<file path="src/shared/fwp_pkg.sv">
// Package: constants and carrier types for the flash write-protect checker
package fwp_pkg;

  // ****************************************
  // Array geometry
  // ****************************************
  localparam int ADDR_W = 21;                       // 2 MB array
  localparam logic [20:0] ADDR_TOP = 21'h1F_FFFF;   // Last byte address
  localparam int BLK64_SHIFT = 16;                  // 64 KB step
  localparam int SEC4_SHIFT = 12;                   // 4 KB step
  localparam int NUM_LOCKS = 48;                    // 32 blocks + 16 sectors
  localparam logic [47:0] LOCK_RESET = 48'hFFFF_FFFF_FFFF; // All locked

  // ****************************************
  // Reset values and timing
  // ****************************************
  localparam logic [7:0] STATUS_RESET = 8'h00;      // Delivery status value
  localparam logic [7:0] ERASED_BYTE = 8'hFF;       // Delivery array value
  localparam int CLK_HZ = 10_000_000;               // mclk rate
  localparam int POWER_TO_SELECT_US = 70;           // Least delay, us
  localparam int POWER_TO_SELECT_CYC =
    (POWER_TO_SELECT_US * (CLK_HZ / 1_000_000));    // 700 cycles
  localparam logic [2:0] BYTE_LAST_BIT = 3'h7;      // Index of the last bit in a byte

  // Command classes seen by the checker
  typedef enum logic [2:0] {
    FWP_CMD_NONE = 3'h0,   // Nothing / read type
    FWP_CMD_SET_WRITE_LATCH = 3'h1,   // Set write latch
    FWP_CMD_CLEAR_WRITE_LATCH = 3'h2, // Clear write latch
    FWP_CMD_PROG = 3'h3,              // Program or erase over a span
    FWP_CMD_STATUS_WRITE = 3'h4,      // Status register write
    FWP_CMD_SLEEP = 3'h5,             // Enter deep power-down
    FWP_CMD_WAKE = 3'h6               // Release from deep power-down
  } fwp_cmd_type;

  // Checker states, Gray coded along standby-active-verdict
  typedef enum logic [1:0] {
    FWP_ST_STANDBY = 2'b00,
    FWP_ST_ACTIVE = 2'b01,
    FWP_ST_VERDICT = 2'b11
  } fwp_state_type;

  // Protection configuration bits
  typedef struct packed {
    logic prot_granule_select;   // 4 KB granule when set
    logic prot_end_select;       // Bottom when set
    logic [2:0] prot_field;      // Low field bits
    logic prot_invert;           // Complement
    logic per_block_lock_select; // Individual locks
    logic status_lock_b0;
    logic status_lock_b1;
  } fwp_prot_type;

  // A command presented at chip-select rise
  typedef struct packed {
    fwp_cmd_type cmd;
    logic [20:0] start_addr;
    logic [20:0] end_addr;
    logic [7:0] status_data;    // Value for a status write
  } fwp_req_type;

  // Decision handed to the array side
  typedef struct packed {
    logic grant;                // Command may run
    logic refuse;               // Command discarded
  } fwp_verdict_type;
endpackage

</file>
<file path="src/fwp_check.sv">
// Module: write-protect checker in front of the flash array

module fwp_check
  import fwp_pkg::*;
(
  input wire logic mclk,               // 10 MHz clock
  input wire logic reset_n,            // Power-on reset, active low
  input wire logic clk_en,             // Freezes all state when low
  input wire logic sel_n,              // Chip select, active low
  input wire logic [2:0] bit_count,    // Bits into current byte
  input wire fwp_req_type req,         // Decoded command at rise
  input wire logic wp_n,               // Write-protect pin, active low
  input wire logic lock_we,            // Write one individual lock
  input wire logic [5:0] lock_idx,     // Lock index, sectors after 32
  input wire logic lock_val,           // Lock value
  output fwp_verdict_type verdict,     // One-cycle grant or refuse
  output logic [7:0] status,           // Status register image
  output logic write_enable_latch,     // Latch state
  output logic deep_down,              // In deep power-down
  output logic select_ready            // Power-to-select delay elapsed
);

  // ****************************************
  // State
  // ****************************************
  typedef struct packed {
    fwp_state_type st;       // Command tracking state
    logic sel_q;             // Previous select level
    fwp_prot_type prot;      // Protection bits
    logic wr_latch;          // Write latch
    logic dpd;               // Deep power-down
    logic [47:0] locks;      // Individual lock bits
    logic [9:0] pwr_cnt;     // Power-to-select counter
    logic rdy;               // Counter done
    fwp_verdict_type vd;     // Verdict output
  } fwp_state_all_type;

  fwp_state_all_type s, next_s;

  // Span overlap test; both ends inclusive
  function automatic logic overlaps(input logic [20:0] a0,
      input logic [20:0] a1, input logic [20:0] p0,
      input logic [20:0] p1);
    overlaps = (a0 <= p1) && (p0 <= a1);
  endfunction

  // Decode the field into a range; empty flag for nothing
  logic [20:0] lo, hi, sz;
  logic none_f, all_f, hit;
  always_comb begin
    fwp_prot_type p;
    logic [2:0] f;
    p = s.prot;
    f = p.prot_field;
    sz = '0;
    none_f = (f == 3'h0);
    all_f = (f[2:1] == 2'b11);
    if (p.prot_granule_select) begin
      // 4 KB .. 32 KB; 10x and 101 both give 32 KB
      sz = (f[2] ? 21'h00_8000 : (21'h00_1000 << (f[1:0] - 2'd1)));
    end else begin
      // 64 KB .. 1 MB
      sz = 21'h01_0000 << (f - 3'd1);
    end
    if (p.prot_end_select) begin
      lo = '0;                                 // Bottom end
      hi = sz - 21'h00_0001;
    end else begin
      lo = 21'(ADDR_TOP - sz + 21'h00_0001);  // Top end
      hi = ADDR_TOP;
    end
    if (all_f) begin
      lo = '0;
      hi = ADDR_TOP;
    end
    // Full span of the command is tested
    hit = !none_f && overlaps(req.start_addr, req.end_addr, lo, hi);
    if (p.prot_invert) begin
      // Complement: protected iff span leaves the plain range
      hit = none_f || !((req.start_addr >= lo) && (req.end_addr <= hi))
        || all_f ? (none_f || !all_f &&
        !((req.start_addr >= lo) && (req.end_addr <= hi))) : 1'b0;
    end
  end

  // Individual lock check over the span
  logic lock_hit;
  always_comb begin
    lock_hit = 1'b0;
    for (int i = 0; i < 32; i++) begin
      if (s.locks[i] && overlaps(req.start_addr, req.end_addr,
          21'(i << BLK64_SHIFT), 21'(((i + 1) << BLK64_SHIFT) - 1)))
        lock_hit = 1'b1;
    end
    // Sector locks 32..47 cover the sixteen sectors of block 0 only
    for (int j = 0; j < 16; j++) begin
      if (s.locks[32 + j] && overlaps(req.start_addr, req.end_addr,
          21'(j << SEC4_SHIFT), 21'(((j + 1) << SEC4_SHIFT) - 1)))
        lock_hit = 1'b1;
    end
  end

  // ****************************************
  // Next-state logic
  // ****************************************
  always_comb begin
    logic rise, full_byte, prot_area;
    rise = sel_n && !s.sel_q;
    full_byte = (bit_count == 3'h0);
    // Lock bits or field decode, never both
    prot_area = s.prot.per_block_lock_select ? lock_hit : hit;
    next_s = s;
    next_s.sel_q = sel_n;
    next_s.vd = '0;
    if (!s.rdy) begin
      next_s.pwr_cnt = 10'(s.pwr_cnt + 10'd1);
      if (s.pwr_cnt == 10'(POWER_TO_SELECT_CYC - 1))
        next_s.rdy = 1'b1;
    end
    // Indexes past the last sector lock are dropped, not wrapped
    if (lock_we && !s.dpd && (lock_idx < 6'(NUM_LOCKS)))
      next_s.locks[lock_idx] = lock_val;
    case (s.st)
      FWP_ST_STANDBY: begin
        if (!sel_n && s.sel_q)
          next_s.st = FWP_ST_ACTIVE;
      end
      FWP_ST_ACTIVE: begin
        if (rise) begin
          next_s.st = FWP_ST_VERDICT;
          next_s.vd.refuse = 1'b1;             // Default
          if (req.cmd == FWP_CMD_NONE) begin
            next_s.vd.refuse = 1'b0;
          end else if (!full_byte) begin
            // Partial byte: discard
          end else if (s.dpd) begin
            if (req.cmd == FWP_CMD_WAKE) begin
              next_s.dpd = 1'b0;
              next_s.vd = '{grant: 1'b1, refuse: 1'b0};
            end
          end else begin
            case (req.cmd)
              FWP_CMD_SET_WRITE_LATCH: begin
                next_s.wr_latch = 1'b1;
                next_s.vd = '{grant: 1'b1, refuse: 1'b0};
              end
              FWP_CMD_CLEAR_WRITE_LATCH: begin
                next_s.wr_latch = 1'b0;
                next_s.vd = '{grant: 1'b1, refuse: 1'b0};
              end
              FWP_CMD_SLEEP: begin
                next_s.dpd = 1'b1;
                next_s.vd = '{grant: 1'b1, refuse: 1'b0};
              end
              FWP_CMD_PROG: begin
                if (s.wr_latch && !prot_area) begin
                  next_s.vd = '{grant: 1'b1, refuse: 1'b0};
                end
                next_s.wr_latch = 1'b0;
              end
              FWP_CMD_STATUS_WRITE: begin
                if (s.wr_latch) begin
                  next_s.vd = '{grant: 1'b1, refuse: 1'b0};
                  next_s.prot.per_block_lock_select = req.status_data[7];
                  if (wp_n) begin
                    next_s.prot.prot_field = req.status_data[2:0];
                    next_s.prot.prot_end_select = req.status_data[3];
                    next_s.prot.prot_granule_select = req.status_data[4];
                    next_s.prot.prot_invert = req.status_data[5];
                    next_s.prot.status_lock_b0 = req.status_data[6];
                  end
                end
                next_s.wr_latch = 1'b0;
              end
              default: begin
                next_s.vd.refuse = 1'b1;
              end
            endcase
          end
        end
      end
      FWP_ST_VERDICT: begin
        next_s.st = FWP_ST_STANDBY;
      end
      default: begin
        next_s.st = FWP_ST_STANDBY;
      end
    endcase
  end

  // ****************************************
  // Registers
  // ****************************************
  // Power-on values: standby, status zero, every lock set
  always_ff @(posedge mclk or negedge reset_n) begin
    if (!reset_n) begin
      s.st <= FWP_ST_STANDBY;
      s.sel_q <= 1'b1;
      // Same bit order as the status image
      {s.prot.per_block_lock_select, s.prot.status_lock_b0,
        s.prot.prot_invert, s.prot.prot_granule_select,
        s.prot.prot_end_select, s.prot.prot_field} <= STATUS_RESET;
      s.prot.status_lock_b1 <= 1'b0;
      s.wr_latch <= 1'b0;
      s.dpd <= 1'b0;
      s.locks <= LOCK_RESET;
      s.pwr_cnt <= '0;
      s.rdy <= 1'b0;
      s.vd <= '0;
    end else if (clk_en) begin
      s <= next_s;
    end
  end

  assign verdict = s.vd;
  assign write_enable_latch = s.wr_latch;
  assign deep_down = s.dpd;
  assign select_ready = s.rdy;
  assign status = {s.prot.per_block_lock_select, s.prot.status_lock_b0,
    s.prot.prot_invert, s.prot.prot_granule_select,
    s.prot.prot_end_select, s.prot.prot_field};
endmodule

</file>
<file path="config.mk">
export PLATFORM = sky130hd
export DESIGN_NAME = fwp_check
export DESIGN_NICKNAME = d
export VERILOG_FILES = /design/src/shared/fwp_pkg.sv /design/src/fwp_check.sv
export SDC_FILE = /design/constraint.sdc
export NUM_CORES = 1
export LEC_CHECK = 0
export BUFFER_PORTS_ARGS = -buffer_cell sky130_fd_sc_hd__buf_2
export CAP_MARGIN = 40
export CORE_ASPECT_RATIO = 1.75
export CORE_MARGIN = 8
export CORE_UTILIZATION = 54
export CTS_CLUSTER_DIAMETER = 120
export CTS_CLUSTER_SIZE = 40
export DETAILED_ROUTE_END_ITERATION = 10
export PLACE_DENSITY = 0.8
export SLEW_MARGIN = 20
export SYNTH_ARGS = -nofsm -noshare
export SYNTH_HDL_FRONTEND = slang
export SYNTH_SLANG_ARGS = --single-unit
</file>
<file path="constraint.sdc">
create_clock -name mclk -period 3.1 [get_ports mclk]
set_input_delay 0.775 -clock mclk [delete_from_list [all_inputs] [get_ports mclk]]
set_output_delay 0.775 -clock mclk [all_outputs]
set_load 0.01 [all_outputs]
</file>
# Word-level counts from Yosys, hierarchy flattened
# Cells that the tools add are included.
[op_classes]
addsub = 6
n_lt_le_gt_ge = 101
n_eq_ne = 11
n_shift = 2
mux = 80
n_bitwise = 3
n_reduce_logical = 130
[op_table]
columns = ["op", "n"]
rows = [
  ["less-or-equal comparator 21 bit, first input constant", 16],
  ["less-or-equal comparator 21 bit, second input constant", 16],
  ["less-or-equal comparator 16 x 21 -> 1 bit, first input constant", 8],
  ["less-or-equal comparator 20 x 21 -> 1 bit, first input constant", 8],
  ["less-or-equal comparator 21 x 16 -> 1 bit, second input constant", 8],
  ["less-or-equal comparator 21 x 20 -> 1 bit, second input constant", 8],
  ["2-to-1 mux 21 bit", 6],
  ["logical AND 1 bit", 106],
  ["less-or-equal comparator 15 x 21 -> 1 bit, first input constant", 4],
  ["less-or-equal comparator 19 x 21 -> 1 bit, first input constant", 4],
  ["less-or-equal comparator 21 x 15 -> 1 bit, second input constant", 4],
  ["less-or-equal comparator 21 x 19 -> 1 bit, second input constant", 4],
  ["less-or-equal comparator 21 bit", 3],
  ["2-to-1 mux 1 bit", 59],
  ["bitwise mux 48 bit", 1],
  ["less-or-equal comparator 14 x 21 -> 1 bit, first input constant", 2],
  ["less-or-equal comparator 18 x 21 -> 1 bit, first input constant", 2],
  ["less-or-equal comparator 21 x 14 -> 1 bit, second input constant", 2],
  ["less-or-equal comparator 21 x 18 -> 1 bit, second input constant", 2],
  ["adder 21 x 1 -> 21 bit, second input constant", 1],
  ["greater-or-equal comparator 21 bit", 1],
  ["less-or-equal comparator 1 x 21 -> 1 bit, first input constant", 1],
  ["less-or-equal comparator 13 x 21 -> 1 bit, first input constant", 1],
  ["less-or-equal comparator 17 x 21 -> 1 bit, first input constant", 1],
  ["38 further kinds", 65],
]
[word_totals]
register_bits = 74
input_bits = 69
out_inout_bits = 13
elab_cells = 348

# Depth between registers and ports, before layout
[depth]
depth_word = 61
depth_mapped = 17
mapped_depth_nobuf = 16

# Worst setup path before layout
# Ideal clock, no wire load.
[synth_path]
path_kind = "reg-to-reg"
start = "reg s, in the netlist status[1]"
end = "reg s, in the netlist verdict[0]"
setup_time_ns = 0.131
arrival_time_ns = 3.061
required_ns = 2.969
path_slack_ns = -0.093
path_stages_with_launch = 15
path_buffers = 1
synth_period_minus_slack_ns = 3.193
cell_sequence = "dfrtp_1 > clkbuf_1 > or2_2 > ha_1 > nor3_1 > a221oi_1 > nand2b_1 > inv_1 > ha_1 > nand4_1 > or3_1 > a41oi_1 > o211ai_1 > a32oi_1 > nand3_1"
[synth_via]
elab_chain_cells = 25
elab_cells_between_ends = 41
cone_classes = "add/sub: 5; order compare: 4; eq/ne: 1; shift: 2; mux: 16; reduce/logical: 13"
[synth_lines]
columns = ["element", "line", "source"]
rows = [
  ["start, declared", "fwp_check.sv:38", "fwp_state_all_type s, next_s;"],
  ["start signal, assigned", "fwp_check.sv:211", "s <= next_s;"],
  ["branches (longest 14 deep; another with subtractor 21 bit)", "n/a", ""],
  ["2-to-1 mux 1 bit *", "fwp_check.sv:78", "if (p.prot_invert) begin"],
  ["2-to-1 mux 1 bit *", "fwp_check.sv:111", "prot_area = s.prot.per_block_lock_select ? lock_hit : hit;"],
  ["logical NOT 1 bit *", "fwp_check.sv:156", "if (s.wr_latch && !prot_area) begin"],
  ["logical AND 1 bit *", "fwp_check.sv:156", ""],
  ["2-to-1 mux 2 bit *", "fwp_check.sv:156", ""],
  ["case mux 1 bit (3 select lines) *", "fwp_check.sv:142", "case (req.cmd)"],
  ["2-to-1 mux 2 bit *", "fwp_check.sv:136", "end else if (s.dpd) begin"],
  ["2-to-1 mux 2 bit *", "fwp_check.sv:134", "end else if (!full_byte) begin"],
  ["2-to-1 mux 1 bit *", "fwp_check.sv:132", "if (req.cmd == FWP_CMD_NONE) begin"],
  ["2-to-1 mux 2 bit *", "fwp_check.sv:129", "if (rise) begin"],
  ["2-to-1 mux 2 bit *", "fwp_check.sv:123", "case (s.st)"],
]
# Every way passes the cells marked *.
# A chain may end at the register's enable or synchronous reset.

# Worst setup path after layout
# Ends and elaborated chain as after synthesis.

==> reports/metrics.json <==
{
  "finalCritPeriodShare": {"value": 108, "unit": "%"},
  "setup_slack": {"value": -0.254, "unit": "ns"},
  "post_drt_wl_per_cell": {"value": 24.2, "unit": "um"},
  "number_of_storage_elements_in_the_synthesis_netlist": {"value": 74},
  "final.setup_skew": {"value": 0.00574, "unit": "ns"},
  "total_chip_power": {"value": 2930, "unit": "uW"},
  "drtPass1Iterations": {"value": 7},
  "synth.top_cells.by_count": {"value": "sky130_fd_sc_hd__nand2_1 (82), sky130_fd_sc_hd__mux2_2 (57), sky130_fd_sc_hd__dfstp_2 (49), sky130_fd_sc_hd__nor2_1 (46), sky130_fd_sc_hd__ha_1 (40)"},
  "finish.net_count": {"value": 1026},
  "cts-root-to-sink-buffers": {"value": 2},
  "synthToLayoutAreaGrowth": {"value": 33.2, "unit": "%"},
  "dominantRegCellSynth": {"value": "sky130_fd_sc_hd__dfstp_2"},
  "h-tree-depth": {"value": 3},
  "yosys.area.top_type_share": {"value": 20.5, "unit": "%"},
  "synth-seq-area-share": {"value": 30.5, "unit": "%"},
  "hold_path.class": {"value": "in -> async"},
  "critical_path_required": {"value": 3.31, "unit": "ns"},
  "detailedRoute.firstIterationViolations": {"value": 486},
  "maxCapViolCount": {"value": 0},
  "clkTransAtPathRegs": {"value": 0.06, "unit": "ns"},
  "grt_start_max_net_pins": {"value": 50},
  "maxClockFrequency": {"value": 298, "unit": "MHz"},
  "grt_overflow_total": {"value": 0},
  "layout-drive-gt1-share": {"value": 44.1, "unit": "%"},
  "detail_route.vias_per_cell": {"value": 6.46},
  "detailed_place_hpwl": {"value": 20000, "unit": "um"},
  "post_synth_inst_count": {"value": 732},
  "most_frequent_cell_after_synthesis": {"value": "sky130_fd_sc_hd__nand2_1"},
  "worstSetupEndpointType": {"value": "flip-flop"},
  "synth_area_per_cell": {"value": 8.56, "unit": "um2"},
  "holdWs": {"value": 0.453, "unit": "ns"},
  "slew_headroom": {"value": 47.9, "unit": "%"},
  "worst_ir_drop_vdd": {"value": 0.000470, "unit": "V"},
  "synth_area_leader_cell": {"value": "sky130_fd_sc_hd__dfstp_2"},
  "design.portCount": {"value": 82},
  "fp.dieArea": {"value": 15400, "unit": "um2"},
  "finalWorstPathRequiredPeriod": {"value": 3.35, "unit": "ns"},
  "die-height": {"value": 159, "unit": "um"},
  "tightest_slew": {"value": 0.776, "unit": "ns"},
  "effective_utilization_at_floorplan": {"value": 54.7, "unit": "%"},
  "share_of_flip_flops_with_an_asynchronous_set_or_reset_after_synthesis": {"value": 100, "unit": "%"},
  "detail_route.wirelength": {"value": 25600, "unit": "um"},
  "antenna_cells": {"value": 0},
  "fp.dieW": {"value": 97.4, "unit": "um"},
  "number_of_flops_mapped_to_enable_cells_by_yosys": {"value": 0},
  "grt.total_usage": {"value": 32.9, "unit": "%"},
  "port_buffers": {"value": 81},
  "via_count": {"value": 6823},
  "worstSkewPairLatency": {"value": 0.34, "unit": "ns"},
  "core_area": {"value": 11500, "unit": "um2"},
  "antenna_found_initial": {"value": 0},
  "place.gp.congestion": {"value": 1.07},
  "finalHoldViolCount": {"value": 0},
  "cts_buffers": {"value": 9},
  "power.density": {"value": 351, "unit": "nW/um2"},
  "grt_pass1_wl": {"value": 39300, "unit": "um"},
  "synth_cell_type_count": {"value": 76},
  "cts_root_buf": {"value": "sky130_fd_sc_hd__clkbuf_16"},
  "vias_in_the_first_global_route": {"value": 7250},
  "drv_slew": {"value": 0},
  "clock_tree_from_tritoncts": {"value": "yes"},
  "synth_cell_area": {"value": 6270, "unit": "um2"},
  "placement_rows": {"value": 52},
  "mappedNetlistNets": {"value": 841},
  "timing_worst_setup_path_type": {"value": "reg -> reg"},
  "worstPathMaxFanout": {"value": 5},
  "drtAntennaViolNets": {"value": 0},
  "arrival": {"value": 3.56, "unit": "ns"},
  "clock_sink_count": {"value": 74},
  "startpoint_type": {"value": "flip-flop"},
  "violations": {"value": "negative setup slack"},
  "cts_hold_repair.buffers": {"value": 0},
  "report.final.setup_viol": {"value": 2},
  "synth_area_leaders": {"value": "sky130_fd_sc_hd__dfstp_2 (21%), sky130_fd_sc_hd__mux2_2 (10%), sky130_fd_sc_hd__dfrtp_1 (10%), sky130_fd_sc_hd__ha_1 (8.0%), sky130_fd_sc_hd__nand2_1 (4.9%)"},
  "run_status": {"value": "finished, violations left"},
  "filler_cell_count": {"value": 876},
  "grt_setup_unrepaired": {"value": "true"},
  "final_routed_drc_violation_total": {"value": 0},
  "p_leak": {"value": 0.00378, "unit": "uW"},
  "yosys_warnings": {"value": 0}
}
==> per-stage QoR <==
stage	worst slack, ns	utilization, %	instance area (um2)	cells	setup TNS (ns)
after global placement	-0.556	67.1	7680	1032	-0.897
after detailed placement	-0.557	67.1	7680	1032	-0.981
final	-0.254	72.9	8350	1057	-0.486
after floorplan	0.0413	-	6280	732	0
after CTS	-0.197	72.4	8290	1056	-0.344
after global routing	-0.336	72.9	8350	1057	-0.663
==> what timing repair did <==
action	4_1_cts	5_1_grt
hold endpoints to repair	0	0
cloned	0	0
pin swaps	25	17
setup endpoints to repair	2	2
gates resized for setup	38	16
buffers inserted	8	1
==> layer usage <==
layer	vias up	wire length, um	GRT usage, %
met1	3250	8540	31.3
li1	3093	-	-
met4	0	2200	27.4
met5	-	0	0
met3	132	1610	5.99
met2	348	13200	60.2
==> final cells by class <==
class | count | area (um2) | area share (%)
clock buffers | 9 | 225 | 2.70
flip-flops and latches | 74 | 1910 | 22.9
repair buffers | 228 | 1570 | 18.8
multi-input cells | 568 | 4210 | 50.4
inverters | 36 | 135 | 1.62
clock inverters | 7 | 124 | 1.48
well taps | 135 | 169 | 2.02
==> cell usage in the layout (no fill, tap or decap), types with 7 or more instances in the layout <==
master / Yosys / layout
sky130_fd_sc_hd__nor2_1: 46 / 42
sky130_fd_sc_hd__o21ai_0: 24 / 19
sky130_fd_sc_hd__dfstp_2: 49 / 49
sky130_fd_sc_hd__nand4_1: 23 / 23
sky130_fd_sc_hd__dfrtp_1: 25 / 24
sky130_fd_sc_hd__and3_1: 17 / 16
sky130_fd_sc_hd__nor4_1: 13 / 12
sky130_fd_sc_hd__nand2_1: 82 / 80
sky130_fd_sc_hd__nand2b_1: 9 / 8
sky130_fd_sc_hd__inv_1: 34 / 32
sky130_fd_sc_hd__or4_1: 7 / 7
sky130_fd_sc_hd__o31ai_1: 9 / 9
sky130_fd_sc_hd__o211ai_1: 9 / 9
sky130_fd_sc_hd__a21oi_1: 30 / 25
sky130_fd_sc_hd__buf_2: 6 / 81
sky130_fd_sc_hd__ha_1: 40 / 34
sky130_fd_sc_hd__clkbuf_16: 0 / 9
sky130_fd_sc_hd__buf_4: 10 / 139
sky130_fd_sc_hd__mux2_2: 57 / 57
sky130_fd_sc_hd__nand3_1: 24 / 23
sky130_fd_sc_hd__nor3_1: 19 / 16
sky130_fd_sc_hd__a211oi_1: 8 / 8
==> state kept, by name (all words and copies together), names as in the netlist <==
signal and cells:
deep_down 1, select_ready 1, status 8, verdict 2
s 61, write_enable_latch 1
==> critical path, cell delays in order, from the launching register on <==
cell                       delay [ns]
sky130_fd_sc_hd__dfrtp_1         0.42
sky130_fd_sc_hd__or2_4           0.28
sky130_fd_sc_hd__ha_4            0.33
sky130_fd_sc_hd__nor2_1          0.07
sky130_fd_sc_hd__xor2_1          0.14
sky130_fd_sc_hd__o21ai_1         0.17
sky130_fd_sc_hd__nor2_1          0.09
sky130_fd_sc_hd__buf_4           0.15
sky130_fd_sc_hd__ha_1            0.29
sky130_fd_sc_hd__nand4_1         0.19
sky130_fd_sc_hd__a21oi_2         0.06
sky130_fd_sc_hd__o41ai_2         0.42
sky130_fd_sc_hd__o211ai_1        0.15
sky130_fd_sc_hd__buf_4           0.18
sky130_fd_sc_hd__a32oi_2         0.17
sky130_fd_sc_hd__nand3_1         0.11
==> worst paths after layout <==
path                            startpoint         end  slack, ns  depth (start not counted)
worst max register to register   status[1]  verdict[0]      -0.25                         15
worst min-delay path               reset_n        s[5]       0.45                          1
worst min register to register       s[12]       s[12]       0.48                          1
worst max-delay path             status[1]  verdict[0]      -0.25                         15
min in group mclk                    s[12]       s[12]       0.48                          1
max in group asynchronous          reset_n       s[57]       1.92                          2
==> logic make-up (layout without fill, tap and decap cells) <==
kind of cell,Yosys count,in the layout,synth area share (%)
xor gates and xnor gates,12,12,1.68
muxes,57,57,10.2
adders and majority gates,40,40,7.99
DFF,74,74,30.5
AOI/OAI and AO/OA,162,162,18.4
buffers and inverters,90,280,6.35
and+or+nand+nor,297,297,24.8
==> power by group <==
part	internal, uW	switching, uW	total, uW
clock network	794	441	1230
registers	1070	75.7	1140
logic	249	307	556
Power figures use the tool's default switching activity.
